==> src/pkg/acdp_pkg.sv <==
/*
 * acdp_pkg: constants for the alert / charge-done pin block of a charge gauge.
 * Assumes a 100 MHz core clock and a single AHB-Lite slave port for registers.
 */
`default_nettype none
package acdp_pkg;
   // register byte offsets
   localparam logic [7:0] ACDP_OFS_STATUS = 8'h00;
   localparam logic [7:0] ACDP_OFS_CTRL = 8'h04;
   localparam logic [7:0] ACDP_OFS_ACC = 8'h08;
   localparam logic [7:0] ACDP_OFS_THR_HI = 8'h0c;
   localparam logic [7:0] ACDP_OFS_THR_LO = 8'h10;
   localparam logic [7:0] ACDP_OFS_IRQ_MASK = 8'h14;
   // control fields
   localparam int ACDP_CTRL_PRESC_LSB = 3;
   localparam int ACDP_CTRL_PIN_LSB = 1;
   localparam logic [1:0] ACDP_PIN_ALERT = 2'b10;
   localparam logic [1:0] ACDP_PIN_CHG_DONE = 2'b01;
   localparam logic [7:0] ACDP_CTRL_RST = 8'h3c;
   // status bits
   localparam int ACDP_ST_ID = 7;
   localparam int ACDP_ST_SAT = 5;
   localparam int ACDP_ST_HI = 3;
   localparam int ACDP_ST_LO = 2;
   localparam int ACDP_ST_VBAT = 1;
   localparam int ACDP_ST_LOCKOUT = 0;
   localparam logic [7:0] ACDP_ST_ALERT_MASK = 8'h7e;
   // reset values and limits
   localparam logic [15:0] ACDP_ACC_RST = 16'h7fff;
   localparam logic [15:0] ACDP_ACC_FULL = 16'hffff;
   localparam logic [15:0] ACDP_ACC_EMPTY = 16'h0000;
   localparam logic [15:0] ACDP_THR_HI_RST = 16'hffff;
   localparam logic [15:0] ACDP_THR_LO_RST = 16'h0000;
   localparam logic [2:0] ACDP_PRESC_MAX_CODE = 3'h7;
   localparam logic [7:0] ACDP_MASK_RST = 8'h00;
   // timing
   localparam int ACDP_CLK_PERIOD_NS = 10;
   localparam int ACDP_T_CHG_DONE_NS = 1000;
   localparam int ACDP_CHG_DONE_CYC = ACDP_T_CHG_DONE_NS / ACDP_CLK_PERIOD_NS;
endpackage : acdp_pkg
`default_nettype wire

==> src/rtl/acdp_pin_logic.sv <==
/*
 * acdp_pin_logic: shared alert / charge-done pin, charge accumulator with
 * prescaler, thresholds, sticky status, AHB-Lite register slave.
 * Assumes integrator direction pulses are synchronous to core_clk_i and the
 * pin wire is resolved outside from the output enable.
 */
// The AHB-Lite slave port and the register offsets were chosen for this implementation.
// Summary of operation
// two control bits select pin function
// pin powers up as SMBus alert
// alert mode pulls pin low on threshold
// charge-done high presets count to full
// charger holds charge-done high one microsecond
// count weight scales with prescaler over 128
// any status bit except id/lockout alerts
// accumulator saturates at full or empty
// reset: midscale, open thresholds, alert, M=128
// prescaler 1..128 overflow steps accumulator
// never drive pin in charge-done mode
`default_nettype none
module acdp_pin_logic
   import acdp_pkg::*;
(
   // clock and reset
   input wire logic core_clk_i,
   input wire logic sys_rst_i,
   // ahb-lite slave
   input wire logic hsel_i,
   input wire logic [31:0] haddr_i,
   input wire logic [1:0] htrans_i,
   input wire logic hwrite_i,
   input wire logic [2:0] hsize_i,
   input wire logic [31:0] hwdata_i,
   input wire logic hready_i,
   output logic [31:0] hrdata_o,
   output logic hreadyout_o,
   output logic hresp_o,
   // integrator ramp reversal, one-cycle pulses
   input wire logic ramp_up_i,
   input wire logic ramp_down_i,
   // status events from analog monitors
   input wire logic vbat_low_i,
   input wire logic supply_drop_lockout_i,
   // shared pin, open drain
   input wire logic alert_or_charge_done_pin_i,
   output logic alert_or_charge_done_pin_o,
   output logic alert_or_charge_done_pin_oe_o,
   // interrupt
   output logic irq_o
);
   import acdp_pkg::*;

   logic [7:0] ctrl_q, ctrl_d;
   logic [15:0] acc_q, acc_d;
   logic [15:0] thr_hi_q, thr_hi_d;
   logic [15:0] thr_lo_q, thr_lo_d;
   logic [7:0] status_q, status_d;
   logic [7:0] mask_q, mask_d;
   logic [6:0] presc_q, presc_d;
   logic [7:0] cc_cnt_q, cc_cnt_d;
   logic pin_oe_q, pin_oe_d;
   logic irq_q, irq_d;
   logic wr_pend_q, wr_pend_d;
   logic [7:0] wr_addr_q, wr_addr_d;
   logic [31:0] rdata_q, rdata_d;

   logic [6:0] presc_top;
   logic step_up, step_dn, cc_preset;
   logic [7:0] ev;

   function automatic logic addr_is(input logic [7:0] a, input logic [7:0] ofs);
      addr_is = (a == ofs);
   endfunction : addr_is

   // prescaler top is M-1, M a power of two from 1 to 128
   assign presc_top = 7'((8'd1 << ctrl_q[ACDP_CTRL_PRESC_LSB +: 3]) - 8'd1);

   wire addr_ph = hsel_i & hready_i & htrans_i[1];
   wire wr_now = wr_pend_q;
   wire alert_mode = (ctrl_q[ACDP_CTRL_PIN_LSB +: 2] == ACDP_PIN_ALERT);
   wire cc_mode = (ctrl_q[ACDP_CTRL_PIN_LSB +: 2] == ACDP_PIN_CHG_DONE);

   // prescaler: up/down counter 0..M-1
   always_comb
   begin
      presc_d = presc_q;
      step_up = 1'b0;
      step_dn = 1'b0;
      if (ramp_up_i && !ramp_down_i)
      begin
         if (presc_q >= presc_top)
         begin
            presc_d = 7'h00;
            step_up = 1'b1;
         end
         else
            presc_d = presc_q + 7'h01;
      end
      else if (ramp_down_i && !ramp_up_i)
      begin
         if (presc_q == 7'h00)
         begin
            presc_d = presc_top;
            step_dn = 1'b1;
         end
         else
            presc_d = presc_q - 7'h01;
      end
   end

   always_ff @(posedge core_clk_i or posedge sys_rst_i)
   begin
      if (sys_rst_i)
      begin
         presc_q <= 7'h00;
      end
      else
      begin
         presc_q <= presc_d;
      end
   end

   // charge-done level filter: high must persist one microsecond
   always_comb
   begin
      cc_cnt_d = 8'h00;
      cc_preset = 1'b0;
      if (cc_mode && alert_or_charge_done_pin_i)
      begin
         if (cc_cnt_q >= 8'(ACDP_CHG_DONE_CYC - 1))
         begin
            cc_cnt_d = cc_cnt_q;
            cc_preset = 1'b1;
         end
         else
            cc_cnt_d = cc_cnt_q + 8'h01;
      end
   end

   // any low sample restarts the filter, so short glitches never preset
   always_ff @(posedge core_clk_i or posedge sys_rst_i)
   begin
      if (sys_rst_i)
      begin
         cc_cnt_q <= 8'h00;
      end
      else
      begin
         cc_cnt_q <= cc_cnt_d;
      end
   end

   // accumulator, thresholds, control, mask
   always_comb
   begin
      acc_d = acc_q;
      ctrl_d = ctrl_q;
      thr_hi_d = thr_hi_q;
      thr_lo_d = thr_lo_q;
      mask_d = mask_q;
      if (step_up && acc_q != ACDP_ACC_FULL)
         acc_d = acc_q + 16'h0001;
      else if (step_dn && acc_q != ACDP_ACC_EMPTY)
         acc_d = acc_q - 16'h0001;
      if (wr_now)
      begin
         if (addr_is(wr_addr_q, ACDP_OFS_CTRL))
            ctrl_d = hwdata_i[7:0];
         if (addr_is(wr_addr_q, ACDP_OFS_ACC))
            acc_d = hwdata_i[15:0];
         if (addr_is(wr_addr_q, ACDP_OFS_THR_HI))
            thr_hi_d = hwdata_i[15:0];
         if (addr_is(wr_addr_q, ACDP_OFS_THR_LO))
            thr_lo_d = hwdata_i[15:0];
         if (addr_is(wr_addr_q, ACDP_OFS_IRQ_MASK))
            mask_d = hwdata_i[7:0];
      end
      if (cc_preset)
         acc_d = ACDP_ACC_FULL;
   end

   always_ff @(posedge core_clk_i or posedge sys_rst_i)
   begin
      if (sys_rst_i)
      begin
         ctrl_q <= ACDP_CTRL_RST;
         acc_q <= ACDP_ACC_RST;
         thr_hi_q <= ACDP_THR_HI_RST;
         thr_lo_q <= ACDP_THR_LO_RST;
         mask_q <= ACDP_MASK_RST;
      end
      else
      begin
         ctrl_q <= ctrl_d;
         acc_q <= acc_d;
         thr_hi_q <= thr_hi_d;
         thr_lo_q <= thr_lo_d;
         mask_q <= mask_d;
      end
   end

   // sticky status: set wins over write-one-to-clear
   always_comb
   begin
      ev = 8'h00;
      ev[ACDP_ST_HI] = (acc_q > thr_hi_q);
      ev[ACDP_ST_LO] = (acc_q < thr_lo_q);
      ev[ACDP_ST_SAT] = (step_up && acc_q == ACDP_ACC_FULL)
                      | (step_dn && acc_q == ACDP_ACC_EMPTY);
      ev[ACDP_ST_VBAT] = vbat_low_i;
      ev[ACDP_ST_LOCKOUT] = supply_drop_lockout_i;
      status_d = status_q;
      if (wr_now && addr_is(wr_addr_q, ACDP_OFS_STATUS))
         status_d = status_q & ~hwdata_i[7:0];
      status_d = status_d | ev;
      status_d[ACDP_ST_ID] = 1'b0;
      status_d[6] = 1'b0;
      status_d[4] = 1'b0;
   end

   // id and reserved bits are never stored, so they always read zero
   always_ff @(posedge core_clk_i or posedge sys_rst_i)
   begin
      if (sys_rst_i)
      begin
         status_q <= 8'h00;
      end
      else
      begin
         status_q <= status_d;
      end
   end

   // pin and interrupt: outputs registered
   always_comb
   begin
      pin_oe_d = 1'b1;
      if (alert_mode && |(status_q & ACDP_ST_ALERT_MASK))
         pin_oe_d = 1'b0;
      if (cc_mode)
         pin_oe_d = 1'b1;
      irq_d = |(status_q & mask_q);
   end

   // pin released in reset, so a charger alone owns the wire then
   always_ff @(posedge core_clk_i or posedge sys_rst_i)
   begin
      if (sys_rst_i)
      begin
         pin_oe_q <= 1'b1;
         irq_q <= 1'b0;
      end
      else
      begin
         pin_oe_q <= pin_oe_d;
         irq_q <= irq_d;
      end
   end

   // bus: zero wait state, write data in data phase
   always_comb
   begin
      wr_pend_d = addr_ph & hwrite_i;
      wr_addr_d = addr_ph ? haddr_i[7:0] : wr_addr_q;
      rdata_d = 32'h0000_0000;
      if (addr_ph && !hwrite_i)
      begin
         unique case (haddr_i[7:0])
            ACDP_OFS_STATUS: rdata_d = {24'h0, status_q};
            ACDP_OFS_CTRL: rdata_d = {24'h0, ctrl_q};
            ACDP_OFS_ACC: rdata_d = {16'h0, acc_q};
            ACDP_OFS_THR_HI: rdata_d = {16'h0, thr_hi_q};
            ACDP_OFS_THR_LO: rdata_d = {16'h0, thr_lo_q};
            ACDP_OFS_IRQ_MASK: rdata_d = {24'h0, mask_q};
            default: rdata_d = 32'h0000_0000;
         endcase
      end
   end

   // read data lasts one cycle only; idle cycles read as zero
   always_ff @(posedge core_clk_i or posedge sys_rst_i)
   begin
      if (sys_rst_i)
      begin
         wr_pend_q <= 1'b0;
         wr_addr_q <= 8'h00;
         rdata_q <= 32'h0000_0000;
      end
      else
      begin
         wr_pend_q <= wr_pend_d;
         wr_addr_q <= wr_addr_d;
         rdata_q <= rdata_d;
      end
   end

   assign hrdata_o = rdata_q;
   assign hreadyout_o = 1'b1;
   assign hresp_o = 1'b0;
   assign alert_or_charge_done_pin_o = 1'b0;
   assign alert_or_charge_done_pin_oe_o = pin_oe_q;
   assign irq_o = irq_q;
endmodule : acdp_pin_logic
`default_nettype wire

==> config.mk <==
export PLATFORM = sky130hd
export DESIGN_NAME = acdp_pin_logic
export DESIGN_NICKNAME = d
export VERILOG_FILES = /design/src/pkg/acdp_pkg.sv /design/src/rtl/acdp_pin_logic.sv
export SDC_FILE = /design/constraint.sdc
export NUM_CORES = 1
export LEC_CHECK = 0
export BUFFER_PORTS_ARGS = -buffer_cell sky130_fd_sc_hd__buf_2
export CORE_MARGIN = 4
export CORE_UTILIZATION = 35
export CTS_CLUSTER_DIAMETER = 120
export CTS_CLUSTER_SIZE = 8
export DETAILED_ROUTE_END_ITERATION = 7
export GPL_TIMING_DRIVEN = 0
export HOLD_SLACK_MARGIN = 0.1
export PLACE_DENSITY_LB_ADDON = 0.25
export SYNTH_ARGS = -nofsm -noshare
export SYNTH_HDL_FRONTEND = slang
export SYNTH_SLANG_ARGS = --single-unit
==> constraint.sdc <==
create_clock -name core_clk_i -period 7.8 [get_ports core_clk_i]
set_input_delay 1.56 -clock core_clk_i [delete_from_list [all_inputs] [get_ports core_clk_i]]
set_output_delay 1.56 -clock core_clk_i [all_outputs]
set_load 0.03 [all_outputs]
==> flow_summary.toml, run 1 <==
[outcome]
status = "finished, final reports clean"

[clock_tree]
clk_latency_ps = 360
cts_tree = "yes"
clockBufferDepth = 2
ctsHoldBuffers = 0
post_cts_buffers = 0
numCtsBuffers = 9
cts_resized = 0
clkSlewWorstSetupHoldPaths_ps = 80
htree_levels = 3
clock-sinks = 111
cts_root_buffer = "clkbuf_16"

[timing]
slew_viol_final = 0
finalHoldViolCount = 0
fin_crit_sh_pct = 53.3
finClkSkew_ps = 10.1
final-setup-viol-count = 0
tns_ps = 0
max_freq_mhz = 240
worst_slew_pin_slew_ps = 1110
fin_crit_ps = 4160
rsz0062_at_grt = "false"
layout_setup_ws_ps = 3640
max_slew_margin_pct = 25.2
whs_ps = 511

[cells_and_area]
stdcell_count = 1033
final_common_cell = "dfrtp_1"
syn_to_final_growth_pct = 14.8
antenna_cells = 0
final_core_util_pct = 41.3
layout.nets = 894
layout_common_cells = "75 x dfrtp_1, 55 x nand2_1, 55 x o21ai_0"
layout-drive-gt1-share_pct = 26.0
final_area_mm2 = 0.00784
nFillCells = 1917

[logic_synthesis]
ys_ff_latch = 111
synth_ff_type = "dfrtp_1"
ys_types = 70
synth_edf_count = 0
synth_area_per_cell_um2 = 9.91
syn_area_mm2 = 0.00683
yosys_warnings = 0
synthCells = 689
yosysSeqAreaShare_pct = 41.3
async_flop_share_pct = 100

[floorplanning]
die_h_um = 148
io_pins = 116
rows = 50
start_util_pct = 36.0
die_area_mm2 = 0.0218
die_w_um = 148
core_area_mm2 = 0.0190

[drt]
drt-total-wl_um = 18000
num_vias = 5363
detail-route-antenna-nets = 0
vias_per_cell = 5.19
drt_pass1_iterations = 7
drc = 0
wire_per_inst_um = 17.4
drtIter0Drc = 378

[min_path]
hold_class = "reg -> reg"
holdPathStages = 1

[grt]
overflow = 0
grt_start_max_net_pins = 80
grt_pass1_vias = 5112
grt.total_usage_pct = 16.5
antenna_found_initial = 0
grt_pass1_wl_um = 28500

[power_and_ir_drop]
p_int_mw = 1.16
power_frac_comb_pct = 29.1
switching_share_pct = 35.5
totalPowerFinal_mw = 1.80
pwr-share-clk_pct = 27.8
p_leak_nw = 3.59
irDropWorstVdd_mv = 0.113
seq_power_share_pct = 43.1
powerDensity_mw_per_mm2 = 230
p_switching_uw = 638

[job]
maxCapViolCount = 0

[placement]
dp_hpwl_um = 13300
pre_cts_ws_ps = 3690
post_dp_cell_area_mm2 = 0.00751
placed_cells = 1017
gp_congestion = 0.869
portBuffers = 50

[setup_path]
setup.worst_path.start_class = "flop"
critPathMaxFanout = 8
crit_required_ps = 8070
r2r_slack_ps = 3640
end_kind = "flop"
critPathKind = "reg -> reg"
reg2regPathDepth = 16
arrival_ps = 4430
## worst paths after layout
check / from / endpoint
max in group asynchronous: sys_rst_i / acc_q[2]
min reg2reg: mask_q[4] / mask_q[4]
min in group asynchronous: sys_rst_i / presc_q[3]
max: ctrl_q[5] / acc_q[9]
max reg2reg: ctrl_q[5] / acc_q[9]
min: mask_q[4] / mask_q[4]
## registers in the layout (all words and copies together), names as in the netlist
| name | flops |
|---|---|
| status_q | 5 |
| thr_hi_q | 16 |
| wr_now | 1 |
| hrdata_o | 16 |
| presc_q | 7 |
| ctrl_q | 8 |
| alert_or_charge_done_pin_oe_o | 1 |
| acc_q | 16 |
| mask_q | 8 |
| thr_lo_q | 16 |
| cc_cnt_q | 8 |
| irq_o | 1 |
| wr_addr_q | 8 |
## kinds of logic after synthesis
family                   synth area share, %
AND/OR/NAND/NOR                         15.9
AO/OA/AOI/OAI                           15.2
flip-flops                              41.3
buffers and inverters                   6.63
multiplexers                            9.16
adder cells (fa/ha/maj)                 8.61
XOR/XNOR                                2.95
other                                  0.110
## synthesized netlist by cell type (all sizes together), types with 7 or more instances
master,n,area (µm²)
a21oi,39,199
inv,48,180
a222oi,17,170
nand3,12,60.1
o21ai,58,290
nand2,55,206
and2,7,43.8
xor2,10,87.6
nand4,12,90.1
dfstp,36,946
clkbuf,20,76.3
mux2,42,473
dfrtp,75,1880
buf,27,196
nor3,15,103
and3,10,65.1
nor2,54,210
xnor2,13,114
a21o,10,75.1
ha,47,588
## worst max-delay path, stage by stage (launching register included)
cell and delay [ps]:
dfstp_2 520, clkbuf_1 340, nor3_1 140, inv_1 100, ha_1 130, clkbuf_1 240
nor3_1 80, a21o_1 160, a21oi_1 270, ha_1 320, a21o_1 190, a221o_1 330
a41oi_1 400, nor2_1 290, a32oi_1 310, xor2_1 160, o21ai_1 70
## power groups by stage
stage	Clock, mW	Sequential [mW]	Combinational, mW
after floorplan	0	0.746	0.415
after global placement	0	0.785	0.513
after detailed placement	0	0.784	0.519
after CTS	0.515	0.775	0.523
after global routing	0.537	0.788	0.588
final	0.500	0.776	0.523
## layer usage
layer | track usage, % | routed length (µm) | part of all wire [%] | up-vias
met5 | 0 | 0 | 0 | -
met2 | 25.6 | 8210 | 46 | 134
met1 | 23.9 | 8760 | 49 | 2603
li1 | - | - | - | 2610
met4 | 4.33 | 236 | 1.3 | 0
met3 | 2.91 | 802 | 4.5 | 16
## cell type report
class                           count  area, µm²  share of cell area, %
Inverter                           48        185                   2.36
Timing Repair Buffer               51        278                   3.55
Buffer                             47        273                   3.48
Clock buffer                        9        225                   2.87
Tap cell                          260        325                   4.15
Sequential cell                   111       2820                   36.0
Clock inverter                      7       98.8                   1.26
Multi-Input combinational cell    500       3630                   46.3
Power figures use the tool's default switching activity.
==> run 2: changes to the inputs <==
clock period = 4.07 ns   (was 7.8 ns; I/O delays follow)
==> run 2 against run 1 <==
Global-route usage barely moved. Clock power rose by 91%. Setup slack got worse by 3300 ps. Critical endpoint unchanged. Largest cell class unchanged. Highest routed layer unchanged.
==> flow_summary.toml, run 2 (synthesis gave the netlist of run 1 again) <==
[min_path]
hold_class = "in -> async"

[placement]
dp_hpwl_um = 13300
post_dp_cell_area_mm2 = 0.00751
gp_congestion = 0.869
portBuffers = 50
placed_cells = 1017
pre_cts_ws_ps = -40.3

[timing]
worst_slew_pin_slew_ps = 1140
layout_setup_ws_ps = 349
fin_crit_ps = 3720
tns_ps = 0
rsz0062_at_grt = "false"
finClkSkew_ps = 12.7
max_slew_margin_pct = 23.5
slew_viol_final = 0
fin_crit_sh_pct = 91.4
max_freq_mhz = 269
final-setup-viol-count = 0
finalHoldViolCount = 0

[setup_path]
crit_slowest_cell = "dfstp_2"
cp_cell_sequence = "nor3_1, inv_1, ha_1, clkbuf_1, nor3_1, a21o_1, a21oi_1, ha_1, a21o_1, a221o_1, a41oi_2, nor2_1, a32oi_1, xor2_1, o21ai_1"
critPathKind = "reg -> reg"
critPathMaxFanout = 8
end_kind = "flop"
setup.worst_path.start_class = "flop"
arrival_ps = 3990
reg2regPathDepth = 15
crit_required_ps = 4340
slowest_delay_ps = 640

[drt]
vias_per_cell = 5.22
wire_per_inst_um = 17.5
num_vias = 5383
drt-total-wl_um = 18100
drt_pass1_iterations = 5
detail-route-antenna-nets = 0
drc = 0
drtIter0Drc = 397

[cells_and_area]
layout.nets = 892
stdcell_count = 1031
final_common_cell = "dfrtp_1"
layout_common_cells = "75 x dfrtp_1, 55 x nand2_1, 55 x o21ai_0"
antenna_cells = 0
layout-drive-gt1-share_pct = 26.2
syn_to_final_growth_pct = 14.8
final_area_mm2 = 0.00784
nFillCells = 1919

[floorplanning]
core_area_mm2 = 0.0190
io_pins = 116
die_area_mm2 = 0.0218
start_util_pct = 36.0
die_w_um = 148
die_h_um = 148
rows = 50

[clock_tree]
numCtsBuffers = 9
htree_levels = 3
clock-sinks = 111
ctsHoldBuffers = 0
clockBufferDepth = 2
cts_tree = "yes"
post_cts_buffers = 0
clkSlewWorstSetupHoldPaths_ps = 80
clk_latency_ps = 360
cts_root_buffer = "clkbuf_16"

[grt]
grt_start_max_net_pins = 80
overflow = 0
grt.total_usage_pct = 16.5
grt_pass1_vias = 5116
grt_pass1_wl_um = 28600
antenna_found_initial = 0

[power_and_ir_drop]
p_leak_nw = 3.59
p_switching_mw = 1.23
switching_share_pct = 35.5
powerDensity_mw_per_mm2 = 440
irDropWorstVdd_mv = 0.215
seq_power_share_pct = 43.2
totalPowerFinal_mw = 3.45
power_frac_comb_pct = 29.1
p_int_mw = 2.22
pwr-share-clk_pct = 27.7

[outcome]
status = "finished, final reports clean"

[job]
maxCapViolCount = 0
[run 2: cell types whose count changed in the layout (fill, tap and decap cells not counted)]
cell | previous run | this run
a41oi_1 | 2 | 1
a41oi_2 | 0 | 1
clkbuf_1 | 19 | 17
[run 2: power groups by stage]
stage                     Clock (mW)  Combinational [mW]  Sequential [mW]
final                          0.957                1.00             1.49
after global routing            1.03                1.13             1.51
after CTS                      0.988                1.00             1.49
after detailed placement           0               0.994             1.50
after global placement             0               0.982             1.50
after floorplan                    0               0.795             1.43
[run 2: metrics by stage]
stage | util [%] | hold WS, ps
floorplan | - | 452
global placement | 39.4 | 481
detailed placement | 39.6 | 481
CTS | 41.4 | 432
global route | 41.3 | 454
finish | 41.3 | 424
[run 2: final cells by class]
type / count / area (µm²) / share of cell area [%]
multi-input combinational: 500 / 3630 / 46.4
sequential: 111 / 2820 / 36.0
tap: 260 / 325 / 4.15
timing repair buffer: 51 / 278 / 3.55
buffer: 45 / 265 / 3.39
clock buffer: 9 / 225 / 2.87
inverter: 48 / 185 / 2.36
clock inverter: 7 / 98.8 / 1.26
[run 2: critical path: cells and delay by family (launching register included)]
kind / cells / cell delay (ps)
xor gates and xnor gates: 1 / 160
AOI/OAI and AO/OA: 7 / 1600
DFF: 1 / 640
buffers and inverters: 2 / 320
adders and majority gates: 2 / 460
and+or+nand+nor: 3 / 410
[run 2: path summary, 6_finish.rpt]
path,from,end,slack [ps]
max reg2reg,ctrl_q[5],acc_q[9],350
min,sys_rst_i,presc_q[3],420
min in group core_clk_i,ctrl_q[2],alert_or_charge_done_pin_oe_o,510
min reg2reg,ctrl_q[2],alert_or_charge_done_pin_oe_o,510
max in group asynchronous,sys_rst_i,acc_q[2],2920
max,ctrl_q[5],acc_q[9],350
[run 2: repair_timing]
item                                    CTS  global route
gates resized for setup                   1             0
endpoints found under the setup margin    9            17
gates cloned                              0             0
[run 2: routing by layer]
metal | wire length, µm | GRT usage [%]
met3 | 787 | 2.91
met2 | 8270 | 25.6
met5 | 0 | 0
met1 | 8760 | 24.0
met4 | 238 | 4.33
==> run 3: changes to the inputs <==
--- a/config.mk
+++ b/config.mk
@@ -7,5 +7,5 @@
 export LEC_CHECK = 0
 export BUFFER_PORTS_ARGS = -buffer_cell sky130_fd_sc_hd__buf_2
-export CORE_MARGIN = 4
+export CORE_MARGIN = 2
 export CORE_UTILIZATION = 35
 export CTS_CLUSTER_DIAMETER = 120
==> constraint.sdc (replaced) <==
create_clock -name core_clk_i -period 4.07 [get_ports core_clk_i]
set_input_delay 0.2035 -clock core_clk_i [delete_from_list [all_inputs] [get_ports core_clk_i]]
set_output_delay 0.2035 -clock core_clk_i [all_outputs]
set_load 0.03 [all_outputs]
==> run 3 against run 2 <==
Power down 0.23%. Global-route usage up 1.1 points. Sequential cell count unchanged. Setup slack better by 51 ps. Clock power down 2%.
==> flow_summary.toml, run 3 (synthesis gave the netlist of run 1 again) <==
[cells_and_area]
nFillCells = 1953
final_area_mm2 = 0.00797
syn_to_final_growth_pct = 16.8
stdcell_count = 1051
final_common_cell = "dfrtp_1"
layout.nets = 907
layout-drive-gt1-share_pct = 25.4
final_core_util_pct = 41.4
layout_common_cells = "75 x dfrtp_1, 55 x nand2_1, 55 x o21ai_0"
antenna_cells = 0

[drt]
drt_pass1_iterations = 6
vias_per_cell = 5.15
num_vias = 5416
detail-route-antenna-nets = 0
drtIter0Drc = 362
wire_per_inst_um = 16.8
drc = 0
drt-total-wl_um = 17600

[grt]
grt_start_max_net_pins = 71
grt.total_usage_pct = 17.7
grt_pass1_vias = 5054
grt_pass1_wl_um = 28100
antenna_found_initial = 0
overflow = 0

[placement]
placed_cells = 1022
post_dp_cell_area_mm2 = 0.00750
dp_hpwl_um = 13100
portBuffers = 50
pre_cts_ws_ps = -89.1
gp_congestion = 0.882

[timing]
max_freq_mhz = 273
fin_crit_ps = 3670
tns_ps = 0
fin_crit_sh_pct = 90.2
whs_ps = 101
rsz0062_at_grt = "false"
final-setup-viol-count = 0
finClkSkew_ps = 15.0
finalHoldViolCount = 0
worst_slew_pin_slew_ps = 1360
max_slew_margin_pct = 8.02
layout_setup_ws_ps = 400
slew_viol_final = 0

[floorplanning]
start_util_pct = 35.4
die_h_um = 144
core_area_mm2 = 0.0193
die_area_mm2 = 0.0206
io_pins = 116
die_w_um = 144
rows = 51

[power_and_ir_drop]
totalPowerFinal_mw = 3.44
seq_power_share_pct = 43.4
pwr-share-clk_pct = 27.2
p_leak_nw = 3.65
power_frac_comb_pct = 29.4
p_int_mw = 2.18
irDropWorstVdd_mv = 0.201
switching_share_pct = 36.6
powerDensity_mw_per_mm2 = 432
p_switching_mw = 1.26

[setup_path]
critPathKind = "reg -> reg"
arrival_ps = 3880
end_kind = "flop"
critPathMaxFanout = 8
setup.worst_path.start_class = "flop"
crit_required_ps = 4280

[clock_tree]
clockBufferDepth = 2
clkSlewWorstSetupHoldPaths_ps = 80
cts_tree = "yes"
clock-sinks = 111
cts_root_buffer = "clkbuf_16"
clk_latency_ps = 370
numCtsBuffers = 9
post_cts_buffers = 0
htree_levels = 3

[job]
maxCapViolCount = 0

[min_path]
hold_class = "in -> reg"

[outcome]
status = "finished, final reports clean"
-- run 3: changes by cell type in the layout (fill, tap and decap cells not counted), sizes merged --
cell | before | now
bufinv | 1 | 0
dlygate4sd3 | 0 | 16
inv | 51 | 54
clkbuf | 27 | 26
clkinv | 2 | 1
clkinvlp | 1 | 0
-- run 3: worst max-delay path, stage by stage, from the launching register on --
cell,delay [ps]
dfstp_2,420
nor3_1,330
inv_1,110
ha_1,290
a21o_1,200
a21oi_1,270
ha_1,320
a21o_1,190
a221o_1,340
a41oi_2,310
nor4_2,150
a41oi_1,320
xor2_1,170
o21ai_0,80
-- run 3: area by class of cell --
type	count	area, µm²	share of cell area [%]
Clock inverter	7	83.8	1.05
Timing Repair Buffer	67	438	5.49
Sequential cell	111	2820	35.4
Tap cell	265	332	4.16
Buffer	44	262	3.28
Clock buffer	9	225	2.83
Multi-Input combinational cell	500	3620	45.4
Inverter	48	185	2.32
-- run 3: worst paths after layout --
kind | start | end | slack [ps] | depth (start not counted)
max in group asynchronous | sys_rst_i | thr_hi_q[6] | 2950 | 4
min in group asynchronous | sys_rst_i | presc_q[3] | 400 | 3
setup reg to reg | ctrl_q[3] | acc_q[15] | 400 | 13
hold / removal | hwdata_i[7] | thr_hi_q[7] | 100 | 3
setup / recovery | ctrl_q[3] | acc_q[15] | 400 | 13
hold reg to reg | mask_q[7] | mask_q[7] | 510 | 1
-- run 3: power groups by stage --
| stage | clock network, mW | logic [mW] | registers (mW) |
|---|---|---|---|
| after detailed placement | 0 | 0.990 | 1.51 |
| after global routing | 0.993 | 1.14 | 1.52 |
| after floorplan | 0 | 0.795 | 1.43 |
| after CTS | 0.965 | 1.02 | 1.49 |
| final | 0.937 | 1.01 | 1.49 |
| after global placement | 0 | 0.982 | 1.50 |
-- run 3: metal layers --
metal  global-route usage [%]  part of all wire (%)  vias up
li1                         -                     -     2649
met1                     24.9                    49     2626
met2                     28.0                    46      124
met3                     2.90                   3.9       17
met4                     5.26                   1.5        0
met5                        0                     0        -
-- run 3: repair_timing --
item,in CTS,in global routing
endpoints found under the setup margin,14,21
resized for setup,1,0
hold buffers,16,0
hold endpoints to repair,41,0
gates cloned,0,0
pin swaps,0,0
